`config.mk`:
```
export PLATFORM = sky130hd
export DESIGN_NAME = multi_position_sequencer
export DESIGN_NICKNAME = d
export VERILOG_FILES = /design/src/mpos_pkg.sv /design/src/multi_position_sequencer.sv
export SDC_FILE = /design/constraint.sdc
export NUM_CORES = 1
export LEC_CHECK = 0
export BUFFER_PORTS_ARGS = -buffer_cell sky130_fd_sc_hd__buf_2
export CAP_MARGIN = 25
export CORE_ASPECT_RATIO = 1.75
export CORE_MARGIN = 10
export CORE_UTILIZATION = 55
export CTS_CLUSTER_DIAMETER = 80
export DETAILED_ROUTE_END_ITERATION = 8
export PLACE_DENSITY = 0.79
export SYNTH_ARGS = -nofsm -noshare
export SYNTH_HDL_FRONTEND = slang
export SYNTH_SLANG_ARGS = --single-unit
```
`constraint.sdc`:
```
create_clock -name mclk -period 4.8 [get_ports mclk]
set_input_delay 0.48 -clock mclk [delete_from_list [all_inputs] [get_ports mclk]]
set_output_delay 0.48 -clock mclk [all_outputs]
set_load 0.02 [all_outputs]
```
`src/mpos_pkg.sv`:
```
// Constants for the multi-position run sequencer.
// Assumes one clock domain and no register bus.
package mpos_pkg;
    localparam logic [1:0] MODE_SINGLE = 2'h0;
    localparam logic [1:0] MODE_CYCLIC = 2'h1;
    localparam logic [1:0] MODE_DI = 2'h2;
    localparam logic [1:0] MODE_SEQ = 2'h3;
    localparam logic MARGIN_FINISH = 1'h0;
    localparam logic MARGIN_RESTART = 1'h1;
    localparam int POS_W = 4;
    localparam int WAIT_W = 16;
    localparam logic [POS_W-1:0] FIRST_POS = 4'h0;

    typedef enum logic [2:0] {
        ST_IDLE = 3'b000,
        ST_RUN = 3'b001,
        ST_WAIT = 3'b010,
        ST_PAUSE = 3'b011,
        ST_SOFF = 3'b100
    } seq_state_t;
endpackage

```
`src/multi_position_sequencer.sv`:
```
// Multi-position run sequencer: cyclic running and DI switchover.
// Assumes the motion loop reports move done and stop done on mclk.
//
// Contract
// Mode 1 restarts at position one cyclically
// Completion flag after each finished position
// Enable drop discards remainder and stops (done in mode 1 only; in mode 2 the move runs on to done)
// Completion flag after enable-drop stop ends
// Resume per margin method on re-enable
// Servo-off stops using selected stop mode
// Completion flag low after servo-off stop
// Direction sampled only at position start
// Mode 2 takes position from DI levels
// DI switchover decodes position from terminals
// Controller holds enable steady during run
// Cyclic modes advance to next position (mode 1 only; MODE_SEQ never starts a run)
// Wait time inserted between cyclic positions
// DI switchover keeps running on update
`timescale 1ns/1ps
module multi_position_sequencer
    import mpos_pkg::*;
(
    // Clock and reset
    input wire logic mclk,
    input wire logic reset_n,
    // Terminal inputs, asynchronous
    input wire logic multiPositionEnable,
    input wire logic servoOn,
    input wire logic directionSelect,
    input wire logic [POS_W-1:0] diPosition,
    // Settings
    input wire logic [1:0] runModeSelect,
    input wire logic marginMethod,
    input wire logic [1:0] stopModeSelect,
    input wire logic [POS_W-1:0] positionCountSetting,
    input wire logic [WAIT_W-1:0] waitCycles,
    // Motion loop feedback
    input wire logic moveDone,
    input wire logic stopDone,
    // Motion loop commands
    output logic posStart,
    output logic [POS_W-1:0] posNumber,
    output logic posDirection,
    output logic stopRequest,
    output logic discardRemainder,
    output logic [1:0] stopMode,
    output logic positioningComplete
);
    // ****************************************
    // Input synchronisers
    // ****************************************
    logic [POS_W+2:0] syncA_r, syncB_r;
    logic enS, sonS, dirS;
    logic [POS_W-1:0] diS;
    logic [POS_W-1:0] diPrev_r;
    logic diSteady;

    always_ff @(posedge mclk or negedge reset_n) begin
        if (!reset_n) begin
            syncA_r <= '0;
            syncB_r <= '0;
            diPrev_r <= '0;
        end else begin
            syncA_r <= {multiPositionEnable, servoOn, directionSelect,
                        diPosition};
            syncB_r <= syncA_r;
            diPrev_r <= diS;
        end
    end
    assign {enS, sonS, dirS, diS} = syncB_r;
    // Bits of a terminal word may land an edge apart: act on two equal samples
    assign diSteady = (diS == diPrev_r);

    function automatic logic [POS_W-1:0] nextPos(
        input logic [POS_W-1:0] p, input logic [POS_W-1:0] cnt);
        nextPos = (p + 1'b1 >= cnt) ? FIRST_POS : p + 1'b1;
    endfunction

    // ****************************************
    // Sequencer
    // ****************************************
    seq_state_t state_r, state_nxt;
    logic [POS_W-1:0] pos_r, pos_nxt;
    logic dir_r, dir_nxt;
    logic done_r, done_nxt;
    logic start_r, start_nxt;
    logic stopReq_r, stopReq_nxt;
    logic discard_r, discard_nxt;
    logic [1:0] smode_r, smode_nxt;
    logic resumeRest_r, resumeRest_nxt;
    logic [WAIT_W-1:0] wait_r, wait_nxt;
    logic cyc, diMode;

    assign cyc = (runModeSelect == MODE_CYCLIC);
    assign diMode = (runModeSelect == MODE_DI);

    always_comb begin
        state_nxt = state_r;
        pos_nxt = pos_r;
        dir_nxt = dir_r;
        done_nxt = done_r;
        start_nxt = 1'b0;
        stopReq_nxt = stopReq_r;
        discard_nxt = discard_r;
        smode_nxt = smode_r;
        resumeRest_nxt = resumeRest_r;
        wait_nxt = wait_r;
        case (state_r)
            ST_IDLE: begin
                stopReq_nxt = 1'b0;
                discard_nxt = 1'b0;
                if (sonS && enS && (cyc || (diMode && diSteady))) begin
                    pos_nxt = diMode ? diS : FIRST_POS;
                    dir_nxt = dirS;
                    start_nxt = 1'b1;
                    done_nxt = 1'b0;
                    state_nxt = ST_RUN;
                end
            end
            ST_RUN: begin
                if (!sonS) begin
                    stopReq_nxt = 1'b1;
                    smode_nxt = stopModeSelect;
                    done_nxt = 1'b0;
                    state_nxt = ST_SOFF;
                end else if (cyc && !enS) begin
                    stopReq_nxt = 1'b1;
                    discard_nxt = 1'b1;
                    resumeRest_nxt = (marginMethod == MARGIN_FINISH);
                    state_nxt = ST_PAUSE;
                end else if (diMode && diS != pos_r && enS && diSteady) begin
                    pos_nxt = diS;
                    dir_nxt = dirS;
                    start_nxt = 1'b1;
                end else if (moveDone) begin
                    done_nxt = 1'b1;
                    if (cyc) begin
                        pos_nxt = nextPos(pos_r, positionCountSetting);
                        wait_nxt = waitCycles;
                        state_nxt = ST_WAIT;
                    end else begin
                        state_nxt = ST_IDLE;
                    end
                end
            end
            ST_WAIT: begin
                if (!sonS) begin
                    done_nxt = 1'b0;
                    state_nxt = ST_IDLE;
                end else if (!enS) begin
                    resumeRest_nxt = (marginMethod == MARGIN_FINISH);
                    state_nxt = ST_PAUSE;
                end else if (wait_r == '0) begin
                    dir_nxt = dirS;
                    start_nxt = 1'b1;
                    done_nxt = 1'b0;
                    state_nxt = ST_RUN;
                end else begin
                    wait_nxt = wait_r - 1'b1;
                end
            end
            ST_PAUSE: begin
                if (stopReq_r && stopDone) begin
                    stopReq_nxt = 1'b0;
                    done_nxt = 1'b1;
                end
                if (!sonS) begin
                    done_nxt = 1'b0;
                    stopReq_nxt = 1'b0;
                    state_nxt = ST_IDLE;
                end else if (!stopReq_r && enS) begin
                    if (!resumeRest_r)
                        pos_nxt = FIRST_POS;
                    dir_nxt = dirS;
                    discard_nxt = 1'b0;
                    start_nxt = 1'b1;
                    done_nxt = 1'b0;
                    state_nxt = ST_RUN;
                end
            end
            ST_SOFF: begin
                done_nxt = 1'b0;
                if (stopDone) begin
                    stopReq_nxt = 1'b0;
                    state_nxt = ST_IDLE;
                end
            end
            default: state_nxt = ST_IDLE;
        endcase
    end

    always_ff @(posedge mclk or negedge reset_n) begin
        if (!reset_n) begin
            state_r <= ST_IDLE;
            pos_r <= FIRST_POS;
            dir_r <= 1'b0;
            done_r <= 1'b0;
            start_r <= 1'b0;
            stopReq_r <= 1'b0;
            discard_r <= 1'b0;
            smode_r <= 2'h0;
            resumeRest_r <= 1'b0;
            wait_r <= '0;
        end else begin
            state_r <= state_nxt;
            pos_r <= pos_nxt;
            dir_r <= dir_nxt;
            done_r <= done_nxt;
            start_r <= start_nxt;
            stopReq_r <= stopReq_nxt;
            discard_r <= discard_nxt;
            smode_r <= smode_nxt;
            resumeRest_r <= resumeRest_nxt;
            wait_r <= wait_nxt;
        end
    end

    assign posStart = start_r;
    assign posNumber = pos_r;
    assign posDirection = dir_r;
    assign stopRequest = stopReq_r;
    assign discardRemainder = discard_r;
    assign stopMode = smode_r;
    assign positioningComplete = done_r;

    // ****************************************
    // Checks
    // ****************************************
    property p_dirHold;
        @(posedge mclk) disable iff (!reset_n)
        (state_r == ST_RUN && !start_nxt && state_nxt == ST_RUN)
            |=> $stable(dir_r);
    endproperty
    a_dirHold: assert property (p_dirHold)
        else $error("direction changed mid position");

    property p_doneOnMove;
        @(posedge mclk) disable iff (!reset_n)
        (state_r == ST_RUN && sonS && (enS || !cyc) && moveDone &&
         !(diMode && diS != pos_r)) |=> positioningComplete;
    endproperty
    a_doneOnMove: assert property (p_doneOnMove)
        else $error("completion missing after move");

    property p_pauseStop;
        @(posedge mclk) disable iff (!reset_n)
        (state_r == ST_RUN && sonS && cyc && !enS)
            |=> (stopRequest && discardRemainder);
    endproperty
    a_pauseStop: assert property (p_pauseStop)
        else $error("enable drop did not stop");

    property p_pauseDone;
        @(posedge mclk) disable iff (!reset_n)
        (state_r == ST_PAUSE && stopReq_r && stopDone && sonS)
            |=> positioningComplete;
    endproperty
    a_pauseDone: assert property (p_pauseDone)
        else $error("completion missing after pause stop");

    property p_restart;
        @(posedge mclk) disable iff (!reset_n)
        (state_r == ST_PAUSE && !stopReq_r && enS && sonS &&
         marginMethod == MARGIN_RESTART)
            |=> (posStart && posNumber == FIRST_POS);
    endproperty
    a_restart: assert property (p_restart)
        else $error("resume did not restart at first");

    property p_soff;
        @(posedge mclk) disable iff (!reset_n)
        (state_r == ST_RUN && !sonS)
            |=> (stopRequest && stopMode == $past(stopModeSelect));
    endproperty
    a_soff: assert property (p_soff)
        else $error("servo off stop wrong");

    property p_soffLow;
        @(posedge mclk) disable iff (!reset_n)
        (state_r == ST_SOFF) |=> !positioningComplete;
    endproperty
    a_soffLow: assert property (p_soffLow)
        else $error("completion high after servo off");

    property p_wrap;
        @(posedge mclk) disable iff (!reset_n)
        (state_r == ST_RUN && sonS && cyc && enS && moveDone &&
         pos_r + 1'b1 >= positionCountSetting)
            |=> (posNumber == FIRST_POS && state_r == ST_WAIT);
    endproperty
    a_wrap: assert property (p_wrap)
        else $error("cycle did not wrap");

    property p_diTake;
        @(posedge mclk) disable iff (!reset_n)
        (state_r == ST_RUN && sonS && diMode && enS && diS != pos_r &&
         diSteady)
            |=> (posStart && posNumber == $past(diS));
    endproperty
    a_diTake: assert property (p_diTake)
        else $error("DI position not taken");

    property p_wait;
        @(posedge mclk) disable iff (!reset_n)
        (state_r == ST_WAIT && wait_r != '0 && sonS && enS) |=> !posStart;
    endproperty
    a_wait: assert property (p_wait)
        else $error("started during wait");
endmodule

```
==> impl_results.md <==
- Worst min-delay path class: input pin to async pin
- Gr usage total: 15.3%
- Clock skew: 5.93 ps
- Tightest Pin Transition: 801 ps
- Worst skew pair latency: around 300 ps
- DRC Markers: 0
- ANT cells: 0
- Non-Filler Instances: about 370
- Cell Pwr Density: around 500 nW/um2
- H-Tree Level Count: 2
- Port bufs: 46
- Antenna-violating nets left: 0
- Worst path depth: 6
- Total number of vias: approximately 2200
- Gp weighted congestion: roughly 0.86
- Area contributors post-synth: dfrtp_1 (47%), o21ai_0 (4.9%), nor2_1 (4.6%)
- Setup ws final: about 2200 ps
- Post-CTS Setup Inserts: 0
- Top Ports: 47
- Resized Gates After CTS: 0
- Critical path's top delay family: simple AND/OR/NAND/NOR gates
- Fin Setup TNS: 0 ps
- XOR/XNOR Fraction of Synth Area: 3.33%
- Buf+Inv Stages, Crit Path: 0
- CTS sink cnt: 49
- Final WL: 5.98 mm
- Minimum clock period: about 2600 ps
- Critical Path RT: around 5000 ps
- Synth Area in Compound Gates: between 20% and 30%
- Critical path peak fanout: 7
- Endpoints failing setup: 0
- Largest net degree at the start of global routing: 50
- Power, Total: 1.47 mW
- Cells along the critical path: or4_1 > or4_4 > or4_4 > o21a_1 > o21ai_1 > o21ai_1
- Syn avg cell area: between 9 and 10 um2
- Worst VDD drop: between 0.3 and 0.4 mV
- Cts bufs inserted: 5
- Status: finished clean
- Lkg Pwr: roughly 1.4 nW
- Share of the synthesized area in the top cell type: between 40% and 50%
- First-pass GRT wire length: between 10 and 15 mm
- Die Width: between 70 and 80 um
- Post-synthesis adder-cell area fraction: 2.85%
- Total congestion overflow: 0
- CP endpoint kind: flip-flop
- Worst Reg-to-Reg Cells: 6
- Largest family of logic cells by synthesized area: compound AO/OA/AOI/OAI gates
- Post-synth EDFFs: 0
- Synthesized cell area: between 2000 and 3000 um2
- Post-synthesis cell type count: 50
- Vias/cell: about 5.9
- Mux cell area share after synthesis: just under 3%
- TritonRoute pass-1 iters: 4
- RSZ-0062 raised after global routing: false
- Yosys reg bits: 49
- Syn Inst Count: approximately 280
- Clock root buffer master: clkbuf_8
- DP Wirelength: roughly 4.5 mm
- Register area share after synthesis: roughly 47%
- Max_cap viols: 0
- Die area: 8070 um2
- Share of flip-flops with an asynchronous set or reset: between 90% and 100%
- Synth warnings: 0
- Predominant post-synthesis flop cell: dfrtp_1
- Wire per inst: roughly 16 um
- Yosys top cell by area: dfrtp_1
- Die Y: 112 um
- Hold Vio Cnt, Final: 0
- Initial antenna violation count: 0
- Core Rows: 33
- Crit path kind: flip-flop to flip-flop
- Vias in the first global route: 2278
- DP Cell Count: 363
- Share of cells above drive strength 1: 22.3%
- Period Utilization, post-route: between 50% and 60%
- Simple-Gate Fraction of Synth Area: between 10% and 20%
- Max Fclk: between 300 and 400 MHz
- Crit path max-delay cell type: or4_1
- Critical Path Max Stage Delay: ~700 ps
- Reg clk slew, reported paths: ~90 ps
- Slew margin rel.: between 40% and 50%
- Hold-fix buffers, CTS: 0
- Starting density of the core: between 50% and 60%
- Core area: 4670 um2
- Worst Path Arrival: approximately 2800 ps
- Final-stage net count: between 300 and 400
- Worst slack at placement: roughly 2200 ps
- Initial DRC Count: between 150 and 200
- Synthesized net count: ~320
- Layout area overhead: 13.2%
- Post-Route Utilization: a little under two thirds
- Pins Over Slew Limit: 0
- TritonCTS clock tree: built
- Critical path launch point type: flip-flop
- Deepest clock path buffer count: 2
-- metrics by stage --
stage | cell area, um2 | hold WS, ps
final | 2980 | 261
after global placement | 2890 | 332
after global routing | 2980 | 260
after detailed placement | 2890 | 337
after CTS | 2980 | 269
after floorplan | 2630 | 184
-- final timing paths --
path	from	end	slack, ps
min	reset_n	diPrev_r[3]$_DFF_PN0_	260
max in group asynchronous	reset_n	wait_r[12]$_DFFE_PN0P_	4120
min in group mclk	diPosition[3]	syncA_r[3]$_DFF_PN0_	280
min reg2reg	syncA_r[4]$_DFF_PN0_	syncB_r[4]$_DFF_PN0_	360
max	wait_r[3]$_DFFE_PN0P_	wait_r[15]$_DFFE_PN0P_	2150
max reg2reg	wait_r[3]$_DFFE_PN0P_	wait_r[15]$_DFFE_PN0P_	2150
-- Yosys cell counts, types with 2 or more instances --
library cell / number
nand2b_1: 10
nand3_1: 2
or3_1: 3
o22a_1: 5
a21oi_1: 23
nand3b_1: 2
o21a_1: 3
mux2_2: 5
o31a_1: 2
o21ai_0: 26
ha_1: 6
o2bb2ai_1: 4
buf_2: 4
mux2i_1: 2
nand4_1: 2
xor2_1: 5
xnor2_1: 5
nor3b_1: 3
clkbuf_1: 9
nor4_1: 3
nor3_1: 9
nand2_1: 14
or4_1: 2
o21bai_1: 2
o211a_1: 2
a311oi_1: 3
buf_1: 2
nor2_1: 32
a32o_1: 2
a31oi_1: 4
nor4_2: 2
o21ai_1: 2
a22oi_1: 3
dfrtp_1: 49
inv_1: 9
or4_4: 2
-- layout make-up --
cell class | count | area [um2]
Sequential cell | 49 | 1230
Tap cell | 52 | 65.1
Clock buffer | 5 | 68.8
Inverter | 9 | 33.8
Fill cell | 409 | 1680
Timing Repair Buffer | 49 | 253
Multi-Input combinational cell | 204 | 1310
Clock inverter | 3 | 22.5
-- report_power, final --
part,switching (mW),leakage (nW),internal [mW]
sequential,0.136,0.610,0.526
combinational,0.314,0.702,0.243
clock,0.143,0.0481,0.104
total,0.593,1.36,0.873
-- registers in the layout, indices dropped and copies added (netlist names) --
| name | flops |
|---|---|
| posStart | 1 |
| posNumber | 4 |
| syncA_r | 7 |
| discardRemainder | 1 |
| diPrev_r | 4 |
| posDirection | 1 |
| stopRequest | 1 |
| resumeRest_r | 1 |
| syncB_r | 7 |
| wait_r | 16 |
| stopMode | 2 |
| state_r | 3 |
| positioningComplete | 1 |
-- kinds of logic after synthesis --
logic type / count (synthesis)
xor gates and xnor gates: 10
muxes: 7
AOI/OAI and AO/OA: 88
buffers and inverters: 24
DFF: 49
adders and majority gates: 6
and+or+nand+nor: 93
-- layout by cell type, fill, tap and decap left out, types with 4 or more instances in the layout --
master     instances
nand2b_1          10
mux2_2             5
clkbuf_8           5
o2bb2ai_1          4
nor3_1             9
a21oi_1           23
o21ai_0           26
o22a_1             5
dfrtp_1           49
inv_1              9
nor2_1            32
buf_2             46
xnor2_1            5
xor2_1             5
nand2_1           14
ha_1               6
a31oi_1            4
-- per-layer routing --
| metal | wire length (um) | up-vias | track usage (%) |
|---|---|---|---|
| met2 | 3180 | 70 | 27.1 |
| met5 | 0 | - | 0 |
| met1 | 2250 | 1037 | 16.1 |
| li1 | - | 1082 | - |
| met3 | 379 | 14 | 3.73 |
| met4 | 170 | 0 | 7.00 |
Power figures use the tool's default switching activity.
